===== config.mk =====
export PLATFORM = sky130hd
export DESIGN_NAME = grss_sequencer
export DESIGN_NICKNAME = d
export VERILOG_FILES = /design/src/grss_pkg.sv /design/src/grss_sequencer.sv
export VERILOG_INCLUDE_DIRS = /design/src
export SDC_FILE = /design/constraint.sdc
export NUM_CORES = 1
export LEC_CHECK = 0
export ABC_AREA = 1
export BUFFER_PORTS_ARGS = -buffer_cell sky130_fd_sc_hd__buf_2
export CORE_MARGIN = 2
export CORE_UTILIZATION = 35
export DETAILED_ROUTE_END_ITERATION = 8
export HOLD_SLACK_MARGIN = 0.02
export SLEW_MARGIN = 20
export SYNTH_ARGS = -nofsm -noshare
export SYNTH_HDL_FRONTEND = slang
export SYNTH_SLANG_ARGS = --single-unit
export TNS_END_PERCENT = 50

===== constraint.sdc =====
create_clock -name clk -period 8.2 [get_ports clk]
set_input_delay 1.23 -clock clk [delete_from_list [all_inputs] [get_ports clk]]
set_output_delay 1.23 -clock clk [all_outputs]
set_load 0.01 [all_outputs]

===== src/grss_defines.svh =====
// Purpose: Offsets, field positions, reset values and timing counts of the sequencer.
// Assumes: 16-bit register words on a plain strobe port.
// Notes: Times are pixel clock periods, one per clk cycle, except the shutter tail and rolling gap counts, which are in lines.
`ifndef GRSS_DEFINES_SVH
`define GRSS_DEFINES_SVH
`define GRSS_A_TRIG 4'h0
`define GRSS_A_RSTEND 4'h1
`define GRSS_A_SHLO 4'h2
`define GRSS_A_SHHI 4'h3
`define GRSS_A_RDLO 4'h4
`define GRSS_A_RDHI 4'h5
`define GRSS_A_FLASH 4'h6
`define GRSS_A_CFG 4'h7
`define GRSS_A_LINE 4'h8
`define GRSS_A_STAT 4'h9
`define GRSS_B_TRIG 0
`define GRSS_B_BULB 1
`define GRSS_B_FLASH 2
`define GRSS_B_STREAM 2
`define GRSS_R_LINE 16'h0100
`define GRSS_R_FLASH 16'h0010
`define GRSS_FV_DROP_PCK 6
`define GRSS_SHUT_TAIL_LINES 2
`define GRSS_ERS_GAP_LINES 10
`define GRSS_FLASH_DELAY_PCK 16
`endif


===== src/grss_pkg.sv =====
// Purpose: Types shared by the global exposure sequencer.
// Assumes: Nothing beyond the defines header.
// Notes: State codes are left to the tools.
package grss_pkg;
  typedef enum logic [2:0] {
    ST_IDLE,
    ST_ROW_END,
    ST_FV_DROP,
    ST_ROW_RST,
    ST_INTEG,
    ST_BULB_EXT,
    ST_READOUT,
    ST_SHUT_TAIL
  } grss_state_t;
endpackage


===== src/grss_sequencer.sv =====
// Purpose: Global exposure sequence: row reset, integration, one readout, shutter and flash.
// Assumes: line_valid and frame_valid_in come from the rolling readout timing on clk.
// Notes: Only the single readout frame is requested; its format is the normal generator's.
// Notes on behaviour
// - Sequence starts on trigger bit rising or rising edge of a selected input.
// - After trigger wait row end, drop frame valid six clocks after line valid.
// - When row-reset count expires all rows leave reset together; integration begins.
// - After the single readout frame return to rolling shutter by itself.
// - Rolling integration waits ten line lengths; host reopens shutter meanwhile.
// - Shutter output idles low, asserts when the shutter-start count is reached.
// - Shutter output drops two line lengths after readout frame valid falls.
// - Flash output pulses during integration only if flash enabled at trigger.
// - Flash asserts fixed cycles after integration start, lasts the flash count.
// - Bulb enabled at trigger: trigger level decides when integration ends.
// - Bulb release extends integration by readout-start minus shutter-start counts.
// - Any selected input or the software bit may be the bulb trigger.
// - Integration equals scale times readout-start minus row-reset.
// - Start counts are 24 bits from 8-bit high and 16-bit low words.
// - Scale codes 0,1,2,3 give 512, 2048, 128, 32 clocks per count.
// - Edge triggered; no restart until bit and input have returned low.
// - Earliest retrigger is when the shutter output deasserts after readout.
// - The readout frame keeps the normal format with two embedded lines.
// - Embedded data shows programmed integration values, not the global one.
// - Clearing streaming mid-sequence holds streaming until the shutter tail ends and the sequence is idle.
`timescale 1ns/1ps
`include "grss_defines.svh"
module grss_sequencer
  import grss_pkg::*;
(
  input  wire logic        clk,
  input  wire logic        arst_n,
  input  wire logic [3:0]  addr,
  input  wire logic [15:0] wdata,
  input  wire logic        wr,
  input  wire logic        rd,
  output logic      [15:0] rdata,
  input  wire logic [3:0]  general_input,
  input  wire logic        line_valid,
  input  wire logic        frame_valid_in,
  output logic             frame_valid,
  output logic             rows_in_reset,
  output logic             integrating,
  output logic             readout_go,
  output logic             rolling_shutter_mode,
  output logic             ers_hold,
  output logic             shutter_ctrl,
  output logic             flash_out,
  output logic             streaming
);
  function automatic logic [11:0] scale_len(input logic [1:0] code);
    unique case (code)
      2'h0: scale_len = 12'h200;
      2'h1: scale_len = 12'h800;
      2'h2: scale_len = 12'h080;
      2'h3: scale_len = 12'h020;
    endcase
  endfunction

  logic        rs1_reg, rst_n;
  logic [3:0]  gi1_reg, gi2_reg, gi3_reg, gi_reg;
  logic [2:0]  trig_reg;
  logic [15:0] rst_end_reg, shlo_reg, rdlo_reg, flc_reg, line_reg;
  logic [7:0]  shhi_reg, rdhi_reg;
  logic [1:0]  scale_reg;
  logic        stream_reg;
  logic [3:0]  gsel_reg;
  grss_state_t state_reg, state_next;
  logic        trig_comb, trig_prev_reg, trig_edge;
  logic        bulb_reg, flash_en_reg;
  logic [2:0]  drop_reg;
  logic        mask_reg, fv_seen_reg, fv_prev_reg;
  logic [11:0] pre_reg;
  logic [23:0] phase_reg, target_reg, sh_start, rd_start;
  logic        phase_run, tick;
  logic [15:0] pck_reg, fl_cnt_reg;
  logic [3:0]  line_cnt_reg;
  logic        gap_reg, fl_arm_reg, busy;

  always_ff @(posedge clk or negedge arst_n) begin
    if (!arst_n) begin
      rs1_reg <= 1'b0;
      rst_n   <= 1'b0;
    end else begin
      rs1_reg <= 1'b1;
      rst_n   <= rs1_reg;
    end
  end

  // Pins are filtered: a bit changes only once two late stages agree.
  always_ff @(posedge clk or negedge rst_n) begin
    if (!rst_n) begin
      gi1_reg <= 4'h0;
      gi2_reg <= 4'h0;
      gi3_reg <= 4'h0;
      gi_reg  <= 4'h0;
    end else begin
      gi1_reg <= general_input;
      gi2_reg <= gi1_reg;
      gi3_reg <= gi2_reg;
      gi_reg  <= (gi2_reg & gi3_reg) | (gi_reg & (gi2_reg ^ gi3_reg));
    end
  end

  always_ff @(posedge clk or negedge rst_n) begin
    if (!rst_n) begin
      trig_reg    <= 3'h0;
      rst_end_reg <= 16'h0000;
      shlo_reg    <= 16'h0000;
      shhi_reg    <= 8'h00;
      rdlo_reg    <= 16'h0000;
      rdhi_reg    <= 8'h00;
      flc_reg     <= `GRSS_R_FLASH;
      scale_reg   <= 2'h0;
      stream_reg  <= 1'b0;
      gsel_reg    <= 4'h0;
      line_reg    <= `GRSS_R_LINE;
    end else if (wr) begin
      unique case (addr)
        `GRSS_A_TRIG:   trig_reg <= wdata[2:0];
        `GRSS_A_RSTEND: rst_end_reg <= wdata;
        `GRSS_A_SHLO:   shlo_reg <= wdata;
        `GRSS_A_SHHI:   shhi_reg <= wdata[7:0];
        `GRSS_A_RDLO:   rdlo_reg <= wdata;
        `GRSS_A_RDHI:   rdhi_reg <= wdata[7:0];
        `GRSS_A_FLASH:  flc_reg <= wdata;
        `GRSS_A_CFG: begin
          scale_reg  <= wdata[1:0];
          stream_reg <= wdata[`GRSS_B_STREAM];
          gsel_reg   <= wdata[11:8];
        end
        `GRSS_A_LINE:   line_reg <= wdata;
        default: ;
      endcase
    end
  end

  always_ff @(posedge clk or negedge rst_n) begin
    if (!rst_n) begin
      rdata <= 16'h0000;
    end else if (rd) begin
      unique case (addr)
        `GRSS_A_TRIG:   rdata <= {13'h0000, trig_reg};
        `GRSS_A_RSTEND: rdata <= rst_end_reg;
        `GRSS_A_SHLO:   rdata <= shlo_reg;
        `GRSS_A_SHHI:   rdata <= {8'h00, shhi_reg};
        `GRSS_A_RDLO:   rdata <= rdlo_reg;
        `GRSS_A_RDHI:   rdata <= {8'h00, rdhi_reg};
        `GRSS_A_FLASH:  rdata <= flc_reg;
        `GRSS_A_CFG:    rdata <= {4'h0, gsel_reg, 5'h00, stream_reg, scale_reg};
        `GRSS_A_LINE:   rdata <= line_reg;
        `GRSS_A_STAT:   rdata <= {9'h000, ers_hold, streaming, integrating,
                                  rows_in_reset, flash_out, shutter_ctrl, busy};
        default:        rdata <= 16'h0000;
      endcase
    end else begin
      rdata <= 16'h0000;
    end
  end

  assign sh_start  = {shhi_reg, shlo_reg};
  assign rd_start  = {rdhi_reg, rdlo_reg};
  assign trig_comb = trig_reg[`GRSS_B_TRIG] | (|(gi_reg & gsel_reg));
  // A level held high through the sequence never makes an edge at idle.
  assign trig_edge = trig_comb & ~trig_prev_reg & (state_reg == ST_IDLE);
  assign phase_run = (state_reg == ST_ROW_RST) || (state_reg == ST_INTEG) || (state_reg == ST_BULB_EXT);
  assign tick      = (pre_reg == scale_len(scale_reg) - 12'h001);
  assign busy      = (state_reg != ST_IDLE);

  always_ff @(posedge clk or negedge rst_n) begin
    if (!rst_n) begin
      trig_prev_reg <= 1'b0;
      bulb_reg      <= 1'b0;
      flash_en_reg  <= 1'b0;
    end else begin
      trig_prev_reg <= trig_comb;
      if (trig_edge) begin
        bulb_reg     <= trig_reg[`GRSS_B_BULB];
        flash_en_reg <= trig_reg[`GRSS_B_FLASH];
      end
    end
  end

  always_comb begin
    state_next = state_reg;
    unique case (state_reg)
      ST_IDLE:     if (trig_edge) state_next = ST_ROW_END;
      ST_ROW_END:  if (!line_valid) state_next = ST_FV_DROP;
      ST_FV_DROP:  if (mask_reg) state_next = ST_ROW_RST;
      ST_ROW_RST:  if (phase_reg >= {8'h00, rst_end_reg}) state_next = ST_INTEG;
      ST_INTEG: begin
        if (bulb_reg) begin
          if (!trig_comb) state_next = ST_BULB_EXT;
        end else if (phase_reg >= rd_start) begin
          state_next = ST_READOUT;
        end
      end
      ST_BULB_EXT: if (phase_reg >= target_reg) state_next = ST_READOUT;
      ST_READOUT:  if (fv_seen_reg && fv_prev_reg && !frame_valid_in) state_next = ST_SHUT_TAIL;
      ST_SHUT_TAIL: begin
        if (line_cnt_reg >= 4'(`GRSS_SHUT_TAIL_LINES)) state_next = ST_IDLE;
      end
    endcase
  end

  always_ff @(posedge clk or negedge rst_n) begin
    if (!rst_n) state_reg <= ST_IDLE;
    else state_reg <= state_next;
  end

  // Three cycles go to the state step, the mask flop and the output flop, so the drop lands six after.
  always_ff @(posedge clk or negedge rst_n) begin
    if (!rst_n) begin
      drop_reg    <= 3'h0;
      mask_reg    <= 1'b0;
      frame_valid <= 1'b0;
      fv_prev_reg <= 1'b0;
      fv_seen_reg <= 1'b0;
      readout_go  <= 1'b0;
    end else begin
      fv_prev_reg <= frame_valid_in;
      readout_go  <= (state_reg != ST_READOUT) && (state_next == ST_READOUT);
      if (state_reg == ST_ROW_END) drop_reg <= 3'h0;
      else if (state_reg == ST_FV_DROP) drop_reg <= drop_reg + 3'h1;
      if (state_reg == ST_FV_DROP && drop_reg == 3'(`GRSS_FV_DROP_PCK - 3)) mask_reg <= 1'b1;
      else if (state_reg == ST_READOUT && !frame_valid_in) mask_reg <= 1'b0; // A frame in flight stays hidden.
      if (state_reg != ST_READOUT) fv_seen_reg <= 1'b0;
      else if (frame_valid_in && !mask_reg) fv_seen_reg <= 1'b1;
      frame_valid <= frame_valid_in & ~mask_reg;
    end
  end

  always_ff @(posedge clk or negedge rst_n) begin
    if (!rst_n) begin
      pre_reg    <= 12'h000;
      phase_reg  <= 24'h000000;
      target_reg <= 24'h000000;
    end else if (!phase_run) begin
      pre_reg   <= 12'h000;
      phase_reg <= 24'h000000;
    end else if (state_reg == ST_INTEG && state_next == ST_BULB_EXT) begin
      pre_reg    <= 12'h000; // Restarting the prescaler keeps the extension to whole counts.
      target_reg <= phase_reg + (rd_start - sh_start);
    end else begin
      pre_reg <= tick ? 12'h000 : pre_reg + 12'h001;
      if (tick) phase_reg <= phase_reg + 24'h000001;
    end
  end

  // One line timer serves both the shutter tail and the rolling restart gap.
  always_ff @(posedge clk or negedge rst_n) begin
    if (!rst_n) begin
      gap_reg      <= 1'b0;
      pck_reg      <= 16'h0000;
      line_cnt_reg <= 4'h0;
    end else if (state_reg == ST_READOUT && state_next == ST_SHUT_TAIL) begin
      gap_reg      <= 1'b1;
      pck_reg      <= 16'h0000;
      line_cnt_reg <= 4'h0;
    end else if (gap_reg) begin
      if (pck_reg + 16'h0001 >= line_reg) begin
        pck_reg      <= 16'h0000;
        line_cnt_reg <= line_cnt_reg + 4'h1;
        if (line_cnt_reg == 4'(`GRSS_ERS_GAP_LINES - 1)) gap_reg <= 1'b0;
      end else begin
        pck_reg <= pck_reg + 16'h0001;
      end
    end
  end

  always_ff @(posedge clk or negedge rst_n) begin
    if (!rst_n) shutter_ctrl <= 1'b0;
    else if (state_next == ST_IDLE) shutter_ctrl <= 1'b0;
    else if (phase_run && phase_reg >= sh_start) shutter_ctrl <= 1'b1;
  end

  always_ff @(posedge clk or negedge rst_n) begin
    if (!rst_n) begin
      fl_arm_reg <= 1'b0;
      fl_cnt_reg <= 16'h0000;
      flash_out  <= 1'b0;
    end else if (state_reg == ST_IDLE) begin
      fl_arm_reg <= 1'b0;
      flash_out  <= 1'b0;
    end else if (state_reg == ST_ROW_RST && state_next == ST_INTEG) begin
      fl_arm_reg <= flash_en_reg;
      fl_cnt_reg <= 16'h0000;
    end else if (fl_arm_reg) begin
      fl_cnt_reg <= fl_cnt_reg + 16'h0001;
      if (fl_cnt_reg == 16'(`GRSS_FLASH_DELAY_PCK - 1)) begin
        fl_arm_reg <= 1'b0;
        fl_cnt_reg <= 16'h0000;
        flash_out  <= (flc_reg != 16'h0000);
      end
    end else if (flash_out) begin
      fl_cnt_reg <= fl_cnt_reg + 16'h0001;
      if (fl_cnt_reg + 16'h0001 >= flc_reg) flash_out <= 1'b0;
    end
  end

  assign rows_in_reset        = (state_reg == ST_ROW_RST);
  assign integrating          = (state_reg == ST_INTEG) || (state_reg == ST_BULB_EXT);
  assign rolling_shutter_mode = (state_reg == ST_IDLE);
  assign ers_hold             = gap_reg;
  assign streaming            = stream_reg | busy;
endmodule


== After elaboration in Yosys (flattened, before gate mapping) ==
Index checks and enable logic that the tools add are counted.

* Register bits: 254
* Bits of input ports: 30
* Output and inout port bits: 25
* Logic and storage cells: 194

* $add $sub $neg: 9
* $lt $le $gt $ge: 7
* Eq/ne operators: 32
* Muxes and demuxes: 52
* Bitwise gates (word level): 13
* Reduce and logical (&&, ||, !) cells: 43

{| class="wikitable"
|+ Operators with widths
! kind !! count
|-
| 16-bit one-hot mux with 10 select lines || 1
|-
| 16-bit two-way mux || 8
|-
| 24-bit >= comparator || 3
|-
| 24-bit two-way mux || 3
|-
| 12-bit one-hot mux with 4 select lines || 1
|-
| 12-bit two-way mux || 3
|-
| 3-bit two-way mux || 12
|-
| 16-bit by 1-bit adder with 16-bit output, second input constant || 2
|-
| 16-bit >= comparator || 2
|-
| 2-bit AND reduction || 14
|-
| 24-bit by 1-bit adder with 24-bit output, second input constant || 1
|-
| 24-bit adder || 1
|-
| 3-bit equality test, second input constant || 8
|-
| 24-bit by 16-bit >= comparator with 1-bit output || 1
|-
| 3-bit one-hot mux with 8 select lines || 1
|-
| 24-bit subtractor || 1
|-
| 1-bit two-way mux || 20
|-
| 16-bit by 4-bit equality test with 1-bit output, second input constant || 1
|-
| 4-bit by 3-bit equality test with 1-bit output, second input constant || 4
|-
| 16-bit nonzero test || 1
|-
| 12-bit by 1-bit adder with 12-bit output, second input constant || 1
|-
| 4-bit AND || 3
|-
| 12-bit equality test || 1
|-
| 4-bit equality test, second input constant || 3
|-
| other kinds (29) || 60
|}

== Logic depth before layout (Yosys ltp) ==
* Depth after elaboration: 11
* Gate-level depth with buffers: 20
* Depth with buffers taken out: 19

== Least setup slack after synthesis ==
Ideal clock, no wire load.

* Path kind: reg-to-reg
* From: register pck_reg[0]
* To: register pck_reg[8]
* Library setup time: 0.130 ns
* Data arrival time: 2.633 ns
* Data required time: 8.070 ns
* Path slack: 5.437 ns
* Cell stages (with the launch flop): 20
* Path buffers: 1
* Clock period less this slack: 2.763 ns
* Path through: dfrtp_1 -> ha_1 -> nand3_2 -> nor3_2 -> nand3_1 -> nor3_2 -> nand3_2 -> o21ai_1 -> nand2_1 -> ha_1 -> nand2_1 -> inv_1 -> nand3_1 -> nor3_1 -> nand3_1 -> nand3_1 -> nor2_1 -> buf_2 -> nand3_1 -> o21ai_0

* Cells in the longest elaborated chain, start to end: 5

{| class="wikitable"
|+ Ends and longest elaborated chain
! element !! RTL line !! source
|-
| from (decl) || grss_sequencer.sv:75 || <nowiki>logic [15:0] pck_reg, fl_cnt_reg;</nowiki>
|-
| from (signal assigned) || grss_sequencer.sv:265 || <nowiki>pck_reg <= pck_reg + 16'h0001;</nowiki>
|-
| 16-bit by 1-bit adder with 16-bit output * || grss_sequencer.sv:260, grss_sequencer.sv:265 ||
|-
| 16-bit >= comparator || grss_sequencer.sv:260 || <nowiki>if (pck_reg + 16'h0001 >= line_reg) begin</nowiki>
|-
| 16-bit two-way mux * || grss_sequencer.sv:260 ||
|-
| 16-bit two-way mux * || grss_sequencer.sv:259 || <nowiki>end else if (gap_reg) begin</nowiki>
|-
| 16-bit two-way mux * || grss_sequencer.sv:255 || <nowiki>end else if (state_reg == ST_READOUT && state_next == ST_SHUT_TAIL) begin</nowiki>
|}

Every way passes the cells marked *; elsewhere a longest branch is shown, timed or not. The select of a mux whose other input is x is not followed.
A chain may end at the register's enable or synchronous reset.

== Worst setup path in the final report ==
* From: register pck_reg[0]
* To: register pck_reg[12]

The elaborated chain is that of the path after synthesis.

==> flow_summary.yaml <==
critical_path:
  worst_setup_path_start_kind: "flop"
  worstRegToRegCells: 18
  slowest_stage: "nor2_1"
  endpoint: "pck_reg[12]"
  slowest_delay_ns: 0.64
  path_class: "flop to flop"
  cp_max_fo: 11
  cp-end-kind: "flop"
  r2r_end: "pck_reg[12]"
  crit_start: "pck_reg[0]"
  critPathRequiredTime_ns: 8.71
  arrival_ns: 4.35
  rr_startpoint: "pck_reg[0]"
  ff2ff_setup_slack_ns: 4.36
  crit_chain: "ha_1 -> nand3_2 -> nor3_2 -> nand3_1 -> nor3_2 -> nand3_2 -> o21ai_1 -> nand2_1 -> ha_1 -> nand2_1 -> inv_1 -> nand3_1 -> inv_1 -> a21oi_1 -> nand3_1 -> nor2_1 -> nand2_1 -> o21ai_0"
power_and_ir_drop:
  switching_share_pct: 35.8
  leakage_nw: 9.27
  p_sw_mw: 1.45
  pwr-share-comb_pct: 28.1
  power_density_mw_per_mm2: 218
  internal-power_mw: 2.60
  clkPwrFrac_pct: 34.8
  irDropWorstVdd_mv: 0.176
  power_frac_seq_pct: 37.1
final_layout:
  fillerInstances: 4760
  fin_nets: 2345
  layout-drive-gt1-share_pct: 8.53
  fin_area_mm2: 0.0185
  stdcell_count: 2765
  n_antenna_cell: 0
  area_growth_pct: 11.1
  post-route-util_pct: 39.6
logic_synthesis:
  ys_top_cells_by_count: "nand2_1, inv_1, dfrtp_1"
  synthTopCellsByArea: "dfrtp_1, ha_1, nand2_1"
  netlist_area_mm2: 0.0167
  netlist_instances: 2089
  synth.top_cell.area_share_pct: 37.8
  async_reset_ff_share_pct: 100
  ys_warn_count: 0
  synth_cell_types: 60
  synth_nets: 2299
  yosys.area.top_type: "dfrtp_1"
  syn_avg_cell_area_um2: 7.98
  ys_seq_area_share_pct: 38.1
  synth_edf_count: 0
  ys_ff_latch: 254
  yosysMostFrequentCell: "nand2_1"
  synth_top_flop_cell: "dfrtp_1"
global_routing:
  grt-ovfl-total: 0
  first_global_vias: 13800
  antenna_found_initial: 1
  grt.total_usage_pct: 20.6
  grt_pass1_wl_um: 79300
  grt_max_degree: 147
die:
  num_rows: 79
  die_y_um: 222
  io_pins: 55
  initial_core_util_pct: 35.7
  dieArea_mm2: 0.0494
  core_area_mm2: 0.0468
  die-width_um: 222
drt:
  initialDrtViolationCount: 1265
  vias: 14300
  routed_via_density: 5.18
  finalWirelength_um: 50700
  final_antenna_net_count: 0
  post_drt_wl_per_cell_um: 18.3
  firstDrtPassIters: 7
  drc: 0
place:
  gp_congestion: 0.907
  place_area_mm2: 0.0175
  numPortBuffers: 54
  dpl.cell_count: 2709
  post-dp-hpwl_um: 39600
sta:
  hold_viol: 0
  drv_slew: 0
  fin_skew_ns: 0.0128
  rsz0062_at_grt: "no"
  tns_ns: 0
  period_share_pct: 46.9
  worstMarginPinSlew_ns: 0.961
  max_freq_mhz: 260
  finalCriticalPeriod_ns: 3.84
  relSlewSlack_pct: 35.8
  setup_viol: 0
clocking:
  clkLatencyLatePin_ns: 0.60
  clock-sinks: 254
  cts_buffers: 31
  cts_tree: "yes"
  root_buffer: "clkbuf_16"
  cts_max_path_buffers: 3
  holdBufCountCts: 0
  cts_setup_buffers: 0
  cts.htree.levels: 1
  cts.repair.resized: 0
  path_clk_slew_ns: 0.06
run:
  cap_violations: 0
outcome:
  outcome: "completed"
min_path:
  hold_class: "flop to async pin"
[power by group through the flow]
stage	sequential [mW]	combinational, mW	clock (mW)
2_1_floorplan	1.49	0.783	0
4_1_cts	1.50	1.13	1.43
6_report	1.50	1.14	1.41
5_1_grt	1.51	1.29	1.49
3_5_place_dp	1.52	1.12	0
3_3_place_gp	1.52	1.10	0
[cell usage in the layout, fill, tap and decap left out, drive strengths merged, types with 4 or more instances in the layout]
master,count
or2,5
nor3,43
nor2,135
a221oi,12
nor4,13
a21o,10
nand3b,9
xnor2,14
ha,157
o211ai,4
nand4,43
a21boi,4
fa,23
clkinv,8
o22ai,34
inv,364
buf,57
a21oi,87
o21ai,221
nand3,78
dfrtp,252
clkbuf,43
xor2,43
nand2,466
[worst max-delay path: cells and delay by family, from the launching register on]
| family | cells | cell delay, ns |
|---|---|---|
| AO/OA/AOI/OAI | 3 | 0.51 |
| adder cells (fa/ha/maj) | 2 | 0.52 |
| buffers and inverters | 2 | 0.09 |
| flip-flops | 1 | 0.43 |
| AND/OR/NAND/NOR | 11 | 2.20 |
[worst min path at each step]
stage	startpoint	to	slack, ns
3_5_place_dp	rst_n	fl_cnt_reg[8]	0.34
2_1_floorplan	gi1_reg[0]	gi2_reg[0]	0.33
4_1_cts	gi1_reg[0]	gi2_reg[0]	0.34
3_3_place_gp	rst_n	fl_cnt_reg[8]	0.33
5_1_grt	gi1_reg[1]	gi2_reg[1]	0.35
6_report	rst_n	fl_cnt_reg[8]	0.31
[metal layers]
| metal | up-vias | share of wire, % | global-route usage (%) |
|---|---|---|---|
| met5 | - | 0.016 | 0 |
| met4 | 2 | 3.4 | 6.26 |
| met1 | 6888 | 46 | 29.0 |
| met3 | 85 | 5.4 | 2.88 |
| li1 | 6934 | - | - |
| met2 | 411 | 45 | 32.8 |
[through the flow]
step | worst slack, ns | hold slack (ns) | total power [mW]
after floorplan | 0.601 | 0.331 | 2.27
after global placement | 4.52 | 0.333 | 2.62
after detailed placement | 4.44 | 0.336 | 2.64
after CTS | 4.40 | 0.344 | 4.06
after global routing | 4.02 | 0.351 | 4.29
final | 4.36 | 0.314 | 4.05
[cell families (layout without fill, tap and decap cells)]
group,Yosys count,after routing,synth area share [%]
AOI/OAI and AO/OA,394,394,13.5
xor gates and xnor gates,57,57,2.99
buffers and inverters,407,476,9.64
DFF,254,254,38.1
other,1,1,0.0225
adders and majority gates,180,180,14.5
and+or+nand+nor,796,796,21.2
[cell type report]
cell class              count  area, um^2  share of cell area (%)
clock buffers              43         871                    4.70
well taps                 607         759                    4.10
multi-input cells        1428        8710                    47.0
repair buffers             57         305                    1.65
clock inverters            13         158                   0.851
flip-flops and latches    254        6360                    34.3
inverters                 363        1370                    7.37
Power figures use the tool's default switching activity.
